===== src/rtl/ctr_pkg.sv =====
// ctr_pkg: register indices, field positions and reset values for the
// channel 3/4 setup and trim register bank.
// assumes: 32-bit APB; byte address is four times the register index.
package ctr_pkg;

   // register indices (byte address = index * 4)
   localparam logic [7:0] IDX_CHAN2_GAIN_TRIM_LOW   = 8'h17;
   localparam logic [7:0] IDX_CHAN3_SETUP           = 8'h18;
   localparam logic [7:0] IDX_CHAN3_OFFSET_TRIM_HIGH = 8'h19;
   localparam logic [7:0] IDX_CHAN3_OFFSET_TRIM_LOW  = 8'h1A;
   localparam logic [7:0] IDX_CHAN3_GAIN_TRIM_HIGH  = 8'h1B;
   localparam logic [7:0] IDX_CHAN3_GAIN_TRIM_LOW   = 8'h1C;
   localparam logic [7:0] IDX_CHAN4_SETUP           = 8'h1D;
   localparam logic [7:0] IDX_CHAN4_OFFSET_TRIM_HIGH = 8'h1E;

   localparam int ADDR_LSB = 2;

   // setup word fields
   localparam int DELAY_MSB  = 15;
   localparam int DELAY_LSB  = 6;
   localparam int BYPASS_BIT = 2;
   localparam int SEL_MSB    = 1;
   localparam int SEL_LSB    = 0;
   localparam logic [15:0] SETUP_MASK = 16'hFFC7;
   // trim low words keep bits 15:8 only
   localparam logic [15:0] TRIM_LOW_MASK = 16'hFF00;
   localparam logic [15:0] FULL_MASK     = 16'hFFFF;

   localparam logic [15:0] RST_ZERO      = 16'h0000;
   localparam logic [15:0] RST_GAIN_HIGH = 16'h8000;

   // input source selection
   typedef enum logic [1:0] {
      CTR_SRC_OWN_PINS = 2'h0,
      CTR_SRC_SHORTED  = 2'h1,
      CTR_SRC_POS_TEST = 2'h2,
      CTR_SRC_NEG_TEST = 2'h3
   } ctr_src_e;

   typedef struct packed {
      logic signed [9:0] delay_trim;
      logic              highpass_bypass;
      ctr_src_e          input_select;
   } ctr_setup_s;

   typedef struct packed {
      logic signed [23:0] offset_trim;
      logic        [23:0] gain_trim;
   } ctr_trim_s;

endpackage : ctr_pkg


===== src/rtl/ctr_word_reg.sv =====
// ctr_word_reg: one 16-bit software register with a write mask and reset.
// assumes: write strobe comes from the APB slave on the same clock.
`timescale 1ns/1ps
`default_nettype none
module ctr_word_reg #(
   parameter logic [15:0] RESET_VALUE = 16'h0000,
   parameter logic [15:0] WRITE_MASK  = 16'hFFFF
) (
   input  wire logic        ref_clk,   // system clock
   input  wire logic        rst_b,     // async reset, active low
   input  wire logic        wr_en,     // write strobe
   input  wire logic [15:0] wr_data,   // write data
   output logic      [15:0] value      // stored word
);

   // masked bits stay at their reset value, so they read as that value
   always_ff @(posedge ref_clk or negedge rst_b)
   begin
      if (!rst_b)
         value <= RESET_VALUE;
      else if (wr_en)
         value <= (wr_data & WRITE_MASK) | (RESET_VALUE & ~WRITE_MASK);
   end

endmodule : ctr_word_reg
`default_nettype wire


===== src/rtl/ctr_trim_regs.sv =====
// ctr_trim_regs: APB register bank for channel 3/4 setup words and the
// offset/gain trims, decoded into per-channel fields for the datapath.
// assumes: one clock; APB master keeps request stable until pready.
// Functional notes
// - setup bits 15:6 are a signed delay in modulator clock cycles.
// - setup bit 2 set bypasses channel highpass; clear follows global.
// - setup bits 1:0 pick own pins, shorted, positive or negative test.
// - offset trim 24-bit signed; high word is 23:8, low 15:8 is 7:0.
// - gain trim is unsigned 24 bits, zero to just under two.
// - gain high word is bits 23:8; low word 15:8 bits 7:0; 7:0 reserved.
// - gain trim high word resets to 8000h, unity gain.
// - setup, offset words and gain low word reset to 0000h.
//
// Local design decision: the APB register port.
`timescale 1ns/1ps
`default_nettype none
module ctr_trim_regs #(
   parameter int ADDR_W = 8
) (
   input  wire logic              ref_clk,        // 50 MHz clock
   input  wire logic              rst_b,          // async reset, active low
   input  wire logic              psel,           // apb select
   input  wire logic              penable,        // apb access phase
   input  wire logic              pwrite,         // apb direction
   input  wire logic [ADDR_W-1:0] paddr,          // apb byte address
   input  wire logic [31:0]       pwdata,         // apb write data
   input  wire logic [3:0]        pstrb,          // apb byte strobes
   output logic      [31:0]       prdata,         // apb read data
   output logic                   pready,         // apb ready
   output logic                   pslverr,        // apb error
   output var ctr_pkg::ctr_setup_s chan3_setup,   // channel 3 decoded setup
   output var ctr_pkg::ctr_setup_s chan4_setup,   // channel 4 decoded setup
   output var ctr_pkg::ctr_trim_s  chan3_trim,    // channel 3 offset/gain
   output logic signed [15:0]     chan4_offset_upper, // chan 4 offset 23:8
   output logic      [7:0]        chan2_gain_trim_lower // chan 2 gain 7:0
);

   // the decoder compares a full byte of register index
   if (ADDR_W < 8)
   begin : g_addr_w_check
      $error("ctr_trim_regs: ADDR_W must be at least 8");
   end

   localparam int NREG = 8;

   logic [NREG-1:0]       wr_sel;
   logic [15:0]           word [NREG];
   logic [ADDR_W-1:0]     index;
   logic                  hit;
   logic [2:0]            slot;
   logic                  setup_phase;
   logic                  low_half_ok;
   logic [31:0]           next_prdata;

   assign index = paddr >> ctr_pkg::ADDR_LSB;
   assign setup_phase = psel && !penable;
   // only the low half carries data; a write missing either of pstrb[1:0] is dropped
   assign low_half_ok = pstrb[0] && pstrb[1];

   always_comb
   begin
      hit  = 1'b0;
      slot = 3'h0;
      // index bits above the byte must be clear; shifting keeps ADDR_W = 8 legal
      if (paddr[1:0] == 2'h0 && (index >> 8) == '0)
      begin
         hit = 1'b1;
         unique case (index[7:0])
            ctr_pkg::IDX_CHAN2_GAIN_TRIM_LOW:    slot = 3'h0;
            ctr_pkg::IDX_CHAN3_SETUP:            slot = 3'h1;
            ctr_pkg::IDX_CHAN3_OFFSET_TRIM_HIGH: slot = 3'h2;
            ctr_pkg::IDX_CHAN3_OFFSET_TRIM_LOW:  slot = 3'h3;
            ctr_pkg::IDX_CHAN3_GAIN_TRIM_HIGH:   slot = 3'h4;
            ctr_pkg::IDX_CHAN3_GAIN_TRIM_LOW:    slot = 3'h5;
            ctr_pkg::IDX_CHAN4_SETUP:            slot = 3'h6;
            ctr_pkg::IDX_CHAN4_OFFSET_TRIM_HIGH: slot = 3'h7;
            default:                             hit  = 1'b0;
         endcase
      end
   end

   // writes land on the access edge; the slave always answers with no wait
   // state so the access phase is exactly one cycle
   always_comb
   begin
      wr_sel = '0;
      if (psel && penable && pready && pwrite && hit && low_half_ok)
         wr_sel[slot] = 1'b1;
   end

   localparam logic [15:0] RESETS [NREG] = '{
      ctr_pkg::RST_ZERO, ctr_pkg::RST_ZERO, ctr_pkg::RST_ZERO,
      ctr_pkg::RST_ZERO, ctr_pkg::RST_GAIN_HIGH, ctr_pkg::RST_ZERO,
      ctr_pkg::RST_ZERO, ctr_pkg::RST_ZERO};
   localparam logic [15:0] MASKS [NREG] = '{
      ctr_pkg::TRIM_LOW_MASK, ctr_pkg::SETUP_MASK, ctr_pkg::FULL_MASK,
      ctr_pkg::TRIM_LOW_MASK, ctr_pkg::FULL_MASK, ctr_pkg::TRIM_LOW_MASK,
      ctr_pkg::SETUP_MASK, ctr_pkg::FULL_MASK};

   genvar g;
   generate
      for (g = 0; g < NREG; g++)
      begin : g_word
         ctr_word_reg #(
            .RESET_VALUE (RESETS[g]),
            .WRITE_MASK  (MASKS[g])
         ) u_word (
            .ref_clk (ref_clk),
            .rst_b   (rst_b),
            .wr_en   (wr_sel[g]),
            .wr_data (pwdata[15:0]),
            .value   (word[g])
         );
      end
   endgenerate

   always_comb
   begin
      next_prdata = 32'h0000_0000;
      if (hit)
         next_prdata = {16'h0000, word[slot]};
   end

   // ready rises in the first access cycle and drops after it
   always_ff @(posedge ref_clk or negedge rst_b)
   begin
      if (!rst_b)
         pready <= 1'b0;
      else
         pready <= setup_phase;
   end

   always_ff @(posedge ref_clk or negedge rst_b)
   begin
      if (!rst_b)
         prdata <= 32'h0000_0000;
      else if (setup_phase && !pwrite)
         prdata <= next_prdata;
   end

   // unmapped or misaligned address answers with an error
   always_ff @(posedge ref_clk or negedge rst_b)
   begin
      if (!rst_b)
         pslverr <= 1'b0;
      else
         pslverr <= setup_phase && !hit;
   end

   // decoded fields are registered so every output is a flip-flop;
   // they trail the stored word by one cycle
   always_ff @(posedge ref_clk or negedge rst_b)
   begin
      if (!rst_b)
      begin
         chan3_setup <= '0;
         chan4_setup <= '0;
      end
      else
      begin
         chan3_setup.delay_trim <=
            word[1][ctr_pkg::DELAY_MSB:ctr_pkg::DELAY_LSB];
         chan3_setup.highpass_bypass <=
            word[1][ctr_pkg::BYPASS_BIT];
         chan3_setup.input_select <= ctr_pkg::ctr_src_e'(
            word[1][ctr_pkg::SEL_MSB:ctr_pkg::SEL_LSB]);
         chan4_setup.delay_trim <=
            word[6][ctr_pkg::DELAY_MSB:ctr_pkg::DELAY_LSB];
         chan4_setup.highpass_bypass <=
            word[6][ctr_pkg::BYPASS_BIT];
         chan4_setup.input_select <= ctr_pkg::ctr_src_e'(
            word[6][ctr_pkg::SEL_MSB:ctr_pkg::SEL_LSB]);
      end
   end

   always_ff @(posedge ref_clk or negedge rst_b)
   begin
      if (!rst_b)
      begin
         // gain shows unity during reset too, matching the stored words
         chan3_trim.offset_trim <= '0;
         chan3_trim.gain_trim   <=
            {ctr_pkg::RST_GAIN_HIGH, ctr_pkg::RST_ZERO[15:8]};
         chan4_offset_upper     <= '0;
         chan2_gain_trim_lower  <= '0;
      end
      else
      begin
         chan3_trim.offset_trim <= {word[2], word[3][15:8]};
         chan3_trim.gain_trim   <= {word[4], word[5][15:8]};
         chan4_offset_upper     <= word[7];
         chan2_gain_trim_lower    <= word[0][15:8];
      end
   end

endmodule : ctr_trim_regs
`default_nettype wire


===== config.mk =====
export PLATFORM = sky130hd
export DESIGN_NAME = ctr_trim_regs
export DESIGN_NICKNAME = d
export VERILOG_FILES = /design/src/rtl/ctr_pkg.sv /design/src/rtl/ctr_word_reg.sv /design/src/rtl/ctr_trim_regs.sv
export SDC_FILE = /design/constraint.sdc
export NUM_CORES = 1
export LEC_CHECK = 0
export ABC_AREA = 1
export BUFFER_PORTS_ARGS = -buffer_cell sky130_fd_sc_hd__buf_2
export CAP_MARGIN = 5
export CORE_AREA = 3 3 137 139
export DETAILED_ROUTE_END_ITERATION = 6
export DIE_AREA = 0 0 140 142
export PLACE_DENSITY_LB_ADDON = 0.25
export RECOVER_POWER = 100
export SYNTH_ARGS = -nofsm -noshare
export SYNTH_HDL_FRONTEND = slang
export SYNTH_HIERARCHICAL = 1
export SYNTH_SLANG_ARGS = --single-unit

===== constraint.sdc =====
create_clock -name ref_clk -period 2.3 [get_ports ref_clk]
set_input_delay 0.345 -clock ref_clk [delete_from_list [all_inputs] [get_ports ref_clk]]
set_output_delay 0.345 -clock ref_clk [all_outputs]
set_load 0.03 [all_outputs]

# [Word-level counts from Yosys, hierarchy flattened]
# Index checks and enable logic that the tools add are counted.
[word_totals] output_inout_bits=132 reg_bits=230 elab_cells=59 in_bits=49
[classes] bitwise=1 eq_ne=8 muxes=11 reduce_logical=15 order_cmp=3
[op_table] op="$bmux W16 S3" count=1
[op_table] op="$eq A6 B5 Y1 const B" count=8
[op_table] op="$mux W16" count=3
[op_table] op="$pmux W3 S7" count=1
[op_table] op="$logic_and A1 B1 Y1" count=10
[op_table] op="$mux W8" count=1
[op_table] op="$reduce_or A8 Y1" count=1
[op_table] op="$ge A4 B4 Y1 const B" count=1
[op_table] op="$lt A3 B4 Y1 const B" count=1
[op_table] op="$not A3 Y4" count=1
[op_table] op="$demux W1 S3" count=1
[op_table] op="$ge A3 B1 Y1 const B" count=1
[op_table] op="$logic_not A1 Y1" count=3
[op_table] op="$mux W1" count=3
[op_table] op="$mux W3" count=1
[op_table] op="$logic_not A2 Y1" count=1

# [Logic depth before layout (Yosys ltp)]
# Gate-level depths: netlist of run 1.
[logic_depth] ltp_word=8 ltp_mapped=14 mapped_depth_nobuf=12

# [Cells and area by module]
# Netlist of run 1, hierarchy kept.
[modules_own_cells] mod="ctr_trim_regs" seq_area_each_um2=2904.0 cells_per_inst=509 n_inst=1 area_per_inst_um2=4685.7
[modules_own_cells] mod="ctr_word_reg (g_word[2].u_word ...)" seq_area_each_um2=400.4 cells_per_inst=68 n_inst=2 area_per_inst_um2=644.4
[modules_own_cells] mod="ctr_word_reg (g_word[0].u_word ...)" seq_area_each_um2=200.2 cells_per_inst=43 n_inst=3 area_per_inst_um2=369.1
[modules_own_cells] mod="ctr_word_reg (g_word[1].u_word ...)" seq_area_each_um2=325.3 cells_per_inst=59 n_inst=2 area_per_inst_um2=520.5
[modules_own_cells] mod="ctr_word_reg (g_word[4].u_word)" seq_area_each_um2=401.6 cells_per_inst=68 n_inst=1 area_per_inst_um2=645.6

# [Worst setup path after synthesis of run 1]
# No wires, ideal clock.
[synth_path] path_kind="in2reg" startpoint="in paddr[2]" endpoint="reg g_word[6].u_word.value[10]" t_arrival_ns=1.853 n_path_buf=2 cell_stages=12 setup_ns=0.116 setup_slack_ns=0.331 t_required_ns=2.184 path_cell_list="nand2_1 > inv_2 > nor2_1 > nand2_4 > nor2_4 > buf_4 > inv_1 > nor3_1 > inv_2 > buf_6 > nand2_1 > nand2_1"
[synth_between] elab_chain_cells=8 word_cells_on_any_way=21 classes_between="order compare (2); eq/ne (8); mux (7); reduce/logical (4)"
[synth_rtl] item="from (decl)" line_no="ctr_trim_regs.sv:25" source="input wire logic [ADDR_W-1:0] paddr,"
[synth_rtl] item="$eq A6 B5 Y1" line_no="ctr_trim_regs.sv:68" source="unique case (index[7:0])"
[synth_rtl] item="$pmux W3 S7" line_no="ctr_trim_regs.sv:68"
[synth_rtl] item="$mux W3" line_no="ctr_trim_regs.sv:65" source="if (paddr[1:0] == 2'h0 && (index >> 8) == '0)"
[synth_rtl] item="$lt A3 B4 Y1 (not written as such) / $ge A3 B1 Y1 (equally long branches)" line_no="ctr_trim_regs.sv:88" source="wr_sel[slot] = 1'b1;"
[synth_rtl] item="$logic_and A1 B1 Y1 (not written as such)" line_no="ctr_trim_regs.sv:88"
[synth_rtl] item="$mux W1 (not written as such)" line_no="ctr_trim_regs.sv:88"
[synth_rtl] item="$demux W1 S3" line_no="ctr_trim_regs.sv:88"
[synth_rtl] item="$mux W8 *" line_no="ctr_trim_regs.sv:87" source="if (psel && penable && pready && pwrite && hit && low_half_ok)"
[synth_rtl] item="net wr_sel[6]" line_no="ctr_trim_regs.sv:46" source="logic [NREG-1:0] wr_sel;"
[synth_rtl] item="to (signal assigned)" line_no="ctr_word_reg.sv:22" source="value <= (wr_data & WRITE_MASK) | (RESET_VALUE & ~WRITE_MASK);"
[synth_rtl] item="to (decl)" line_no="ctr_word_reg.sv:13" source="output logic [15:0] value"
# The timed path passes the listed nets; every way through them passes the cells marked *.
# A chain may end at the register's enable or synchronous reset.

# [Worst setup path after layout of run 1]
[layout_path] startpoint="reg pready" endpoint="reg g_word[2].u_word.value[15]"
[layout_between] elab_chain_cells=5
[layout_rtl] item="from (decl)" line_no="ctr_trim_regs.sv:29" source="output logic pready,"
[layout_rtl] item="from (signal assigned)" line_no="ctr_trim_regs.sv:130" source="pready <= setup_phase;"
[layout_rtl] item="$logic_and A1 B1 Y1 (4 in a row)" line_no="ctr_trim_regs.sv:87"
[layout_rtl] item="$mux W8" line_no="ctr_trim_regs.sv:87"
[layout_rtl] item="net wr_sel[2]" line_no="ctr_trim_regs.sv:46"
[layout_rtl] item="to (signal assigned)" line_no="ctr_word_reg.sv:22"
[layout_rtl] item="to (decl)" line_no="ctr_word_reg.sv:13"
# The timed path passes the listed nets, and every way through them passes these cells.

==> results of run 1 <==
-- cells by family after synthesis --
group           share of synthesized area (%)
other cells                             0.257
buf+inv                                  9.79
flops                                    61.1
compound gates                           2.14
simple gates                             26.7
-- through the flow --
| stage | TNS [ns] | instances | power [mW] | hold WS (ns) | worst slack (ns) |
|---|---|---|---|---|---|
| after floorplan | 0 | 1000 | 4.02 | 0.0494 | 0.331 |
| after global placement | -1.21 | 1335 | 4.16 | 0.374 | -0.0861 |
| after detailed placement | -2.43 | 1335 | 4.16 | 0.375 | -0.166 |
| after CTS | 0 | 1373 | 7.61 | 0.0372 | 0.243 |
| after global routing | 0 | 1373 | 7.79 | 0.0488 | 0.0635 |
| final | 0 | 1373 | 7.54 | 0.0530 | 0.192 |
-- worst register-to-register path: cells and delay by family (launching register included) --
family / cells / cell delay (ns)
DFF: 1 / 0.41
and+or+nand+nor: 6 / 1.32
buffers and inverters: 1 / 0.33
-- layout make-up --
| cell class | instances | area (sq um) | area share, % |
|---|---|---|---|
| sequential | 214 | 5360 | 52.8 |
| timing repair buffer | 189 | 927 | 9.13 |
| tap | 229 | 287 | 2.82 |
| multi-input combinational | 656 | 2700 | 26.6 |
| clock buffer | 28 | 592 | 5.83 |
| clock inverter | 9 | 104 | 1.02 |
| inverter | 48 | 185 | 1.82 |
-- final timing paths --
path | startpoint | to
setup / recovery | pready | g_word[2].u_word/value[15]
hold / removal | penable | pready
setup reg to reg | pready | g_word[2].u_word/value[15]
hold reg to reg | g_word[4].u_word/value[5] | chan3_trim[13]
max in group asynchronous | rst_b | g_word[4].u_word/value[8]
min in group asynchronous | rst_b | g_word[4].u_word/value[13]
-- metal layers --
layer,vias up,wire length [microns],share of wire [%]
li1,3190,-,-
met1,3137,9790,44
met2,225,10300,47
met3,41,1310,5.9
met4,0,655,3.0
met5,-,0,0
-- cell usage in the layout (no fill, tap or decap), drive strengths merged --
cell type	instances
nand3	55
nor2	40
clkinvlp	2
clkbuf	157
dfstp	2
conb	46
nand4	3
nor3	11
nand2	464
a21oi	6
buf	59
dlygate4sd3	1
inv	47
bufinv	2
dfrtp	212
o21bai	1
clkinv	6
o21ai	30
-- state kept, by name, indices dropped and copies added, names as in the netlist --
name and cells:
chan3_trim 48, g_word.u_word/value 98, prdata 16, chan4_offset_upper 16
chan4_setup 13, pready 1, chan2_gain_trim_lower 8, chan3_setup 13
pslverr 1
-- power by group through the flow --
stage	registers [mW]	logic (mW)	clock network, mW
final	3.78	0.308	3.45
after global routing	3.77	0.341	3.67
after CTS	3.78	0.318	3.52
after detailed placement	3.85	0.315	0
after global placement	3.85	0.312	0
after floorplan	3.86	0.161	0
-- timing repair --
item,4_1_cts,5_1_grt
setup endpoints to repair,0,0
endpoints found under the hold margin,61,0
hold buffers,1,0
==> metrics.md, run 1 <==
| Metric | Value |
|---|---|
| Max clock buf depth | `3` |
| Number of synthesized register bits | `214` |
| Placed Area | `9680 sq um` |
| Util after Layout | `57.1%` |
| Max Slew Vio Count | `68` |
| Period utilisation layout | `91.7%` |
| Pin count of the biggest net entering global routing | `70` |
| FP Rows | `49` |
| Final nets | `1179` |
| Share of layout cells above drive strength 1 | `11.5%` |
| GR Util All Layers | `22.0%` |
| Detail Placement HPWL | `15500 microns` |
| Overall routed net length | `22000 microns` |
| Busiest grt layer | `met2` |
| Cell Int Power | `5.88 mW` |
| Post-layout min period | `2.11 ns` |
| DRT Pass-1 Iters | `6` |
| Vias per inst | `4.80` |
| Clock skew | `0.0118 ns` |
| CTS H-Tree Depth | `1` |
| Antenna violations before repair | `0` |
| Pwr dens | `742 nW/um^2` |
| Ys Warns | `6` |
| Gate Count Post-Synth | `960` |
| Area Growth Syn to Fin | `15.8%` |
| Layout filler cell count | `1670` |
| Ranking of synthesized cells by area | `dfrtp_1 (61%), nand2_1 (19%), buf_4 (4.7%)` |
| Mapped cell area | `8770 sq um` |
| Final setup viols | `0` |
| FFs w/ async S/R, synth | `100%` |
| Number of diodes | `0` |
| Critical Path Stages | `7` |
| Die outline width | `140 microns` |
| Relative max-transition margin | `-5.74%` |
| Met1 Use GR | `31.8%` |
| Clock power frac | `45.8%` |
| Synth top cells by count | `nand2_1 (447), dfrtp_1 (212), buf_4 (55)` |
| Initial Util | `49.3%` |
| GR Overflow Total | `0` |
| CP top delay family | `simple AND/OR/NAND/NOR gates` |
| Cts repair resizes | `0` |
| WP data required | `2.73 ns` |
| Area of the core | `17800 sq um` |
| Gpl congestion | `0.912` |
| Maximum VDD drop | `0.421 mV` |
| Buffers added on ports | `146` |
| Cell area after layout | `10200 sq um` |
| Post-synth top area share | `60.5%` |
| Iter 0 DRT Violations | `475` |
| Post-CTS setup buffer count | `0` |
| Final Hold Fails | `0` |
| Num CTS Buffers | `21` |
| RSZ-0062 raised after global routing | `no` |
| First-pass GRT wire length | `34500 microns` |
| CP Cell Sequence | `nand4_1, nor2_1, nand3_1, nor3_2, clkbuf_2, nand2_1, nand2_1` |
| Sw Ratio | `22.1%` |
| Avg WL per Cell | `16.0 microns` |
| Met3 GRT Util | `2.52%` |
| Sequential power share | `50.1%` |
| Ports | `181` |
| Crit Path Max Fanout | `12` |
| Routing usage on met2 | `35.1%` |
| Die area | `19900 sq um` |
| Max-capacitance violation count | `1` |
| R2R cell count | `7` |
| Clock transition at the registers of the reported paths | `0.06 ns` |
| Top-count cell post-synth | `nand2_1` |
| Ys flop type | `dfrtp_1` |
| Die H | `142 microns` |
| CTS sink cnt | `214` |
| Run status | `finished, violations left` |
| Hold-critical path depth | `2` |
| Worst path max stage delay | `0.86 ns` |
| Sw Pwr | `1.66 mW` |
| Average size of a mapped cell | `9.13 sq um` |
| Post-synth EDFFs | `0` |
| Setup crit start kind | `register` |
| Worst skew pair latency | `0.50 ns` |
| Root Buffer | `clkbuf_16` |
| CP arrival | `2.54 ns` |
| Highest clock rate | `474 MHz` |
| Post-synthesis sequential area ratio | `61.1%` |
| Most used cell, CP | `nand2_1` |
| Routed vias | `6593` |
| Remaining DRCs | `0` |
| HP Class | `in -> reg` |
| CP max-delay cell | `nor3_2` |
| R2R setup slack | `0.19 ns` |
| Yosys top cell by area | `dfrtp_1` |
| CTS tree | `yes` |
| Cell variety after synth | `28` |
| Leakage power | `5.36 nW` |
| Crit path buf inv count | `1` |
| Critical path capture point type | `register` |
| Combinational fraction of design power | `4.1%` |
| Worst slew pin tran | `1.59 ns` |
| Failing checks | `capacitance limit, slew limit` |
| Vias in the first global route | `6196` |
| Setup CP Type | `reg -> reg` |
| Antenna Nets Post-Route | `0` |
No activity file was read; power rests on OpenSTA's default activity.
==> run 2, diff against run 1 <==
- CORE_AREA: 3 3 137 139 -> 2 2 136 138
- DIE_AREA: 0 0 140 142 -> 0 0 138 140
==> run 2 against run 1 <==
Compared with the run above:
- the run now ends clean
- combinational power fell by 6.8%
- hold slack better by 0.0035 ns
- clock power is 1% lower
- first-iteration DRC count rose by 14%
- sequential cell count unchanged
- fmax grew 12%
- critical endpoint is now prdata[13]
- largest cell class unchanged
- highest routed layer unchanged
==> metrics.md, run 2 (same netlist as run 1, synthesis figures left out) <==
| Metric | Value |
|---|---|
| Share of layout cells above drive strength 1 | `10.9% (-0.51 points)` |
| Avg WL per Cell | `15.9 microns (-0.74%)` |
| Pwr dens | `739 nW/um^2 (-0.42%)` |
| Ports | `181 (unchanged)` |
| Period utilisation layout | `81.6% (-10 points)` |
| Hold Slack | `0.0564 ns (+0.00349 ns)` |
| Multi-input logic area | `2690 sq um (-0.37%)` |
| Die area | `19300 sq um (-2.8%)` |
| Final Hold Fails | `0 (unchanged)` |
| Die outline width | `138 microns (-1.4%)` |
| Post-layout min period | `1.88 ns (-0.231 ns)` |
| Run status | `complete, no violations` |
| Routed vias | `6561 (-0.49%)` |
| Sw Ratio | `22.0% (-0.059 points)` |
| Gpl congestion | `0.858 (-5.9%)` |
| Util after Layout | `56.9% (-0.26 points)` |
| Overall routed net length | `21700 microns (-1.5%)` |
| Largest register FFs | `98 (unchanged)` |
| Vias per inst | `4.82 (+0.32%)` |
| Root Buffer | `clkbuf_16` |
| Crit Path Max Fanout | `10 (-2)` |
| Most common cell after layout, fill and taps aside | `nand2_1` |
| Max clock buf depth | `3 (unchanged)` |
| Final nets | `1169 (-0.85%)` |
| CP arrival | `2.24 ns (-0.30 ns)` |
| Remaining DRCs | `0 (unchanged)` |
| R2R cell count | `9 (+2)` |
| Cell Int Power | `5.83 mW (-0.80%)` |
| DRT Pass-1 Iters | `5 (-1)` |
| Sum Neg Setup Slack | `0 ns (unchanged)` |
| Pin count of the biggest net entering global routing | `64 (-8.6%)` |
| GR Overflow Total | `0 (unchanged)` |
| CTS H-Tree Depth | `1 (unchanged)` |
| GR Util All Layers | `22.5% (+0.54 points)` |
| CTS tree | `yes` |
| Area Growth Syn to Fin | `15.3%` |
| Relative max-transition margin | `32.1% (+38 points)` |
| Place WS | `0.107 ns (+0.273 ns)` |
| Combinational fraction of design power | `3.8% (-0.3 points)` |
| Initial Util | `49.3% (unchanged)` |
| Hold-critical path depth | `2 (unchanged)` |
| Critical path capture point type | `register` |
| Die H | `140 microns (-1.4%)` |
| WP data required | `2.67 ns (-0.06 ns)` |
| Clock transition at the registers of the reported paths | `0.06 ns (about the same)` |
| Maximum VDD drop | `0.478 mV (+13%)` |
| Clock power frac | `45.6% (-0.2 points)` |
| Worst skew pair latency | `0.49 ns (about the same)` |
| Detail Placement HPWL | `14700 microns (-4.8%)` |
| Antenna violations before repair | `0 (unchanged)` |
| Leakage power | `5.32 nW (-0.71%)` |
| Sw Pwr | `1.64 mW (-1.1%)` |
| Max-capacitance violation count | `0 (-1)` |
| HP Class | `in -> reg` |
| FP Rows | `49 (unchanged)` |
| CTS sink cnt | `214 (unchanged)` |
| Iter 0 DRT Violations | `543 (+14%)` |
| Largest reg by FF count | `g_word.u_word/value` |
| RSZ-0062 raised after global routing | `no` |
| Max Slew Vio Count | `0 (-100%)` |
| Worst slew pin tran | `1.02 ns (-0.567 ns)` |
| Number of diodes | `0 (unchanged)` |
| Commonest cells after routing, fill and taps aside | `nand2_1 (453), dfrtp_1 (212), clkbuf_1 (122)` |
| Num CTS Buffers | `21 (unchanged)` |
| Sequential power share | `50.5% (+0.4 points)` |
| Setup CP Type | `in -> reg` |
| Highest clock rate | `533 MHz (+12%)` |
| Top flop regs | `g_word.u_word/value (98), chan3_trim (48)` |
| Layout filler cell count | `1662 (-0.48%)` |
| Antenna Nets Post-Route | `0 (unchanged)` |
| Buffers added on ports | `146 (unchanged)` |
| Final setup viols | `0 (unchanged)` |
| Final total power | `7.47 mW (-0.87%)` |
| Sequential Area | `5360 sq um (unchanged)` |
| First-pass GRT wire length | `34700 microns (+0.58%)` |
| Vias in the first global route | `6351 (+2.5%)` |
| Final setup margin | `0.422 ns (+0.231 ns)` |
| Setup crit start kind | `primary input` |
| Area of the core | `17800 sq um (unchanged)` |
| Clock skew | `0.0137 ns (+0.00196 ns)` |
## run 2: cell count changes in the layout (fill, tap and decap cells not counted), moves of 2 or more
cell / delta
inv_2: -2
buf_4: -6
o21ai_1: +4
inv_6: +2
clkbuf_2: -2
o21ai_0: -4
clkbuf_1: -5
clkinvlp_4: +2
## run 2: timing repair
action                    4_1_cts  5_1_grt
hold buffers                    1        0
resized for setup               0        0
hold endpoints to repair       58        0
setup buffers                   0        0
## run 2: final timing paths
check | startpoint | to | slack [ns]
setup / recovery | paddr[2] | prdata[13] | 0.42
hold / removal | penable | pready | 0.06
setup reg to reg | pready | g_word[2].u_word/value[9] | 0.76
hold reg to reg | g_word[4].u_word/value[15] | chan3_trim[23] | 0.40
max in group asynchronous | rst_b | chan3_setup[0] | 0.53
min in group asynchronous | rst_b | chan4_setup[8] | 0.40
## run 2: cell type report
type	instances	share of cell area [%]
multi-input cells	656	26.6
clock buffers	25	5.64
inverters	48	1.93
well taps	229	2.83
clock inverters	11	1.21
repair buffers	179	8.74
flip-flops and latches	214	53.0
## run 2: power by group through the flow
stage	logic (mW)	clock network (mW)	registers (mW)
after floorplan	0.161	0	3.86
after global placement	0.294	0	3.85
after detailed placement	0.296	0	3.85
after CTS	0.299	3.48	3.77
after global routing	0.324	3.62	3.77
final	0.287	3.41	3.78
## run 2: metrics by stage
step,area [sq um],cells
3_3_place_gp,9620,1325
3_5_place_dp,9620,1325
6_report,10100,1362
4_1_cts,10300,1362
5_1_grt,10100,1362
2_1_floorplan,8920,1000
## run 2: metal layers
| layer | track usage, % | share of wire, % |
|---|---|---|
| met2 | 36.9 | 48 |
| met5 | 0 | 0 |
| met4 | 6.93 | 2.6 |
| met1 | 31.7 | 44 |
| met3 | 2.84 | 6.3 |
## run 2: worst max-delay path: stages
cell and delay (ns):
clkbuf_1 0.25, nand2_1 0.14, inv_1 0.11, nor2_1 0.05
nand2_1 0.21, inv_2 0.07, nor2_4 0.22, clkbuf_1 0.48
nand2_1 0.19, nand3_1 0.11, o21ai_0 0.07
==> run 3, diff against run 2 <==
- ABC_AREA: 1 -> 0
- clock period: 2.3 -> 1.95 ns (I/O delays scaled with it)
==> run 3 against run 2 <==
Compared with the run above:
- the run now ends with setup timing left
- count of clock-buffer cells in the layout grew 3
- synthesized cell count shrank 38%
- cell area grew 5.0%
- hold slack gained 0.014 ns
- non-clock buffer count grew 25
- clock skew shrank 0.0044 ns
- power grew 23%
- register-to-register slack lost 0.89 ns
- via count shrank 19%
- largest cell class unchanged
==> metrics.md, run 3 <==
| Metric | Value |
|---|---|
| Worst Hold Path EP | `g_word[2].u_word/value[3]` |
| Yosys top cell by area | `dfrtp_1` |
| Final non-filler cell total | `1026 (-25%)` |
| CTS tree | `yes` |
| Average size of a mapped cell | `14.7 sq um (+61%)` |
| Hold Slack | `0.0707 ns (+0.0143 ns)` |
| R2R Path End | `g_word[7].u_word/value[9]` |
| Final Hold Fails | `0 (unchanged)` |
| Initial Util | `49.0% (-0.29 points)` |
| Period utilisation layout | `107%` |
| Remaining DRCs | `0 (unchanged)` |
| CP arrival | `2.48 ns (+0.24 ns)` |
| Worst path max stage delay | `0.55 ns (+0.07 ns)` |
| CP max-delay cell | `or4b_4` |
| Placed Area | `9860 sq um (+2.5%)` |
| Setup CP Type | `in -> reg` |
| Hold-critical path depth | `2 (unchanged)` |
| Gpl congestion | `0.857 (-0.13%)` |
| Post-synth EDFFs | `0 (unchanged)` |
| Area Growth Syn to Fin | `21.7%` |
| Ranking of synthesized cells by area | `dfrtp_1 (61%), mux2_4 (13%), buf_4 (4.1%)` |
| Largest reg by FF count | `g_word.u_word/value` |
| Leakage power | `5.18 nW (-2.5%)` |
| WP data required | `2.33 ns (-0.34 ns)` |
| Avg WL per Cell | `20.6 microns (+29%)` |
| Commonest cells after routing, fill and taps aside | `dfrtp_1 (212), clkbuf_1 (117), mux2_4 (83)` |
| Run status | `finished, violations left` |
| Sw Pwr | `2.08 mW (+26%)` |
| Combinational fraction of design power | `5.5% (+1.7 points)` |
| Top-count cell post-synth | `dfrtp_1` |
| Antenna Nets Post-Route | `0 (unchanged)` |
| Pwr dens | `868 nW/um^2 (+17%)` |
| GR Util All Layers | `22.1% (-0.39 points)` |
| Critical path capture point type | `register` |
| Failing checks | `setup timing` |
| RSZ-0062 raised after global routing | `yes` |
| Worst setup path startpoint | `paddr[0]` |
| CTS sink cnt | `214 (unchanged)` |
| GR Overflow Total | `0 (unchanged)` |
| R2R setup slack | `-0.13 ns (-0.89 ns)` |
| Relative max-transition margin | `8.12% (-24 points)` |
| Worst slew pin tran | `1.38 ns (+0.359 ns)` |
| Final setup viols | `51 (+51)` |
| Ports | `181 (unchanged)` |
| Largest register FFs | `98 (unchanged)` |
| Die outline width | `138 microns (unchanged)` |
| Routing usage on met2 | `36.9% (about the same)` |
| HP Class | `in -> reg` |
| Crit Path Max Fanout | `5 (-5)` |
| Num CTS Buffers | `22 (+4.8%)` |
| Gate Count Post-Synth | `594 (-38%)` |
| Cell area after layout | `10600 sq um (+5.0%)` |
| DRT Pass-1 Iters | `4 (-1)` |
| Ys Warns | `6 (unchanged)` |
| Pin count of the biggest net entering global routing | `54 (-16%)` |
| Post-synthesis sequential area ratio | `61.5% (+0.36 points)` |
| Cell variety after synth | `44 (+57%)` |
| Place WS | `-0.549 ns (-0.655 ns)` |
| Final setup margin | `-0.143 ns (-0.566 ns)` |
| Final nets | `831 (-29%)` |
| Met1 Use GR | `29.9% (-1.8 points)` |
| Most common cell after layout, fill and taps aside | `dfrtp_1` |
| Clock transition at the registers of the reported paths | `0.06 ns (about the same)` |
| Placed instance count | `979 (-26%)` |
| Max clock buf depth | `3 (unchanged)` |
| Final total power | `9.21 mW (+23%)` |
| Vias per inst | `5.20 (+8.0%)` |
| Layout filler cell count | `1444 (-13%)` |
| Iter 0 DRT Violations | `188 (-65%)` |
| Setup crit start kind | `primary input` |
| Die H | `140 microns (unchanged)` |
| Maximum VDD drop | `0.545 mV (+14%)` |
| FP Rows | `49 (unchanged)` |
| Share of layout cells above drive strength 1 | `31.1% (+20 points)` |
| Vias in the first global route | `5721 (-9.9%)` |
| R2R cell count | `6 (-3)` |
| Area of the core | `17800 sq um (unchanged)` |
| Sequential power share | `48.5% (-2.0 points)` |
| Worst skew pair latency | `0.50 ns (about the same)` |
| Overall routed net length | `21100 microns (-2.6%)` |
| Highest clock rate | `478 MHz` |
| Met3 GRT Util | `3.83% (+0.99 points)` |
| CP Cell Sequence | `buf_2, or4b_4, or4_4, a211o_4, nor2_4, clkbuf_16, mux2_4` |
| FFs w/ async S/R, synth | `100% (unchanged)` |
| Root Buffer | `clkbuf_16` |
| Buffers added on ports | `146 (unchanged)` |
| Number of synthesized register bits | `214 (unchanged)` |
| Synth top cells by count | `dfrtp_1 (212), mux2_4 (74), buf_4 (48)` |
| Sw Ratio | `22.5% (+0.54 points)` |
| Max Slew Vio Count | `0 (unchanged)` |
| Post-synth top area share | `60.9% (+0.36 points)` |
| Number of diodes | `0 (unchanged)` |
| Antenna violations before repair | `0 (unchanged)` |
| Clock skew | `0.00933 ns (-0.00439 ns)` |
| CTS H-Tree Depth | `1 (unchanged)` |
| Routed vias | `5340 (-19%)` |
| Clock power frac | `46.1% (+0.5 points)` |
| Top flop regs | `g_word.u_word/value (98), chan3_trim (48)` |
| Max-capacitance violation count | `0 (unchanged)` |
| Detail Placement HPWL | `14200 microns (-3.3%)` |
| RR Startpoint | `pready` |
| First-pass GRT wire length | `33400 microns (-3.6%)` |
| Cell Int Power | `7.13 mW (+22%)` |
| Die area | `19300 sq um (unchanged)` |
| Busiest grt layer | `met2` |
| Hold path start | `pwdata[3]` |
| Mapped cell area | `8720 sq um (-0.59%)` |
| Post-layout min period | `2.09 ns` |
| Ys flop type | `dfrtp_1` |
## run 3: changes by cell type in the layout (fill, tap and decap cells not counted), moves of 23 or more
cell     delta
o22ai_1    +32
mux2i_1    +27
nand2_1   -432
nand3_1    -51
inv_1      -32
mux2_4     +83
nor2_1     -23
## run 3: area by class of cell
cell class                      count  area (sq um)  area share (%)
Tap cell                          229           287            2.70
Multi-Input combinational cell    334          3030            28.6
Sequential cell                   214          5360            50.5
Clock inverter                     11           115            1.08
Clock buffer                       28           624            5.88
Timing Repair Buffer              204          1170            11.0
Inverter                            6          22.5           0.212
## run 3: cells by family (layout without fill, tap and decap cells)
| logic type | after synthesis | in the layout | share of synthesized area (%) |
|---|---|---|---|
| multiplexers | 130 | 130 | 19.6 |
| flip-flops | 214 | 214 | 61.5 |
| AO/OA/AOI/OAI | 94 | 94 | 7.74 |
| buffers and inverters | 86 | 249 | 7.16 |
| other | 6 | 46 | 0.258 |
| AND/OR/NAND/NOR | 64 | 64 | 3.79 |
## run 3: per-layer routing
layer	part of all wire, %	vias to the layer above
li1	-	2392
met5	0	-
met3	5.8	39
met1	44	2720
met2	48	189
met4	2.3	0
## run 3: repair_timing
action,in CTS,in global routing
hold endpoints to repair,49,0
hold buffers,2,0
setup buffers,4,0
gates resized for setup,19,5
endpoints found under the setup margin,49,93
pin swaps,7,3
gates cloned,2,0
## run 3: per-stage QoR
stage / utilization, % / TNS, ns
after global routing: 59.7 / -14.99
final: 59.7 / -3.44
after detailed placement: 55.4 / -44.73
after floorplan: - / -16.39
after global placement: 55.4 / -41.82
after CTS: 60.6 / -3.49
## run 3: how the worst max path moves through the flow
stage               cells after the start                    endpoint  slack [ns]
floorplan                               7  g_word[7].u_word/value[10]       -0.36
global placement                        7   g_word[7].u_word/value[1]       -0.52
detailed placement                      7   g_word[7].u_word/value[2]       -0.55
CTS                                     6   g_word[7].u_word/value[3]       -0.15
global route                            6   g_word[7].u_word/value[9]       -0.17
finish                                  7   g_word[7].u_word/value[9]       -0.14
## run 3: power groups by stage
stage | combinational [mW] | clock, mW | sequential (mW)
after floorplan | 0.285 | 0 | 4.57
after global placement | 0.496 | 0 | 4.54
after detailed placement | 0.512 | 0 | 4.54
after CTS | 0.519 | 4.30 | 4.46
after global routing | 0.555 | 4.54 | 4.46
final | 0.504 | 4.24 | 4.46
## run 3: worst max-delay path, delay by kind of cell
kind | cells | cell delay (ns)
buf+inv | 2 | 0.30
mux | 1 | 0.29
simple gates | 3 | 1.27
compound gates | 1 | 0.32
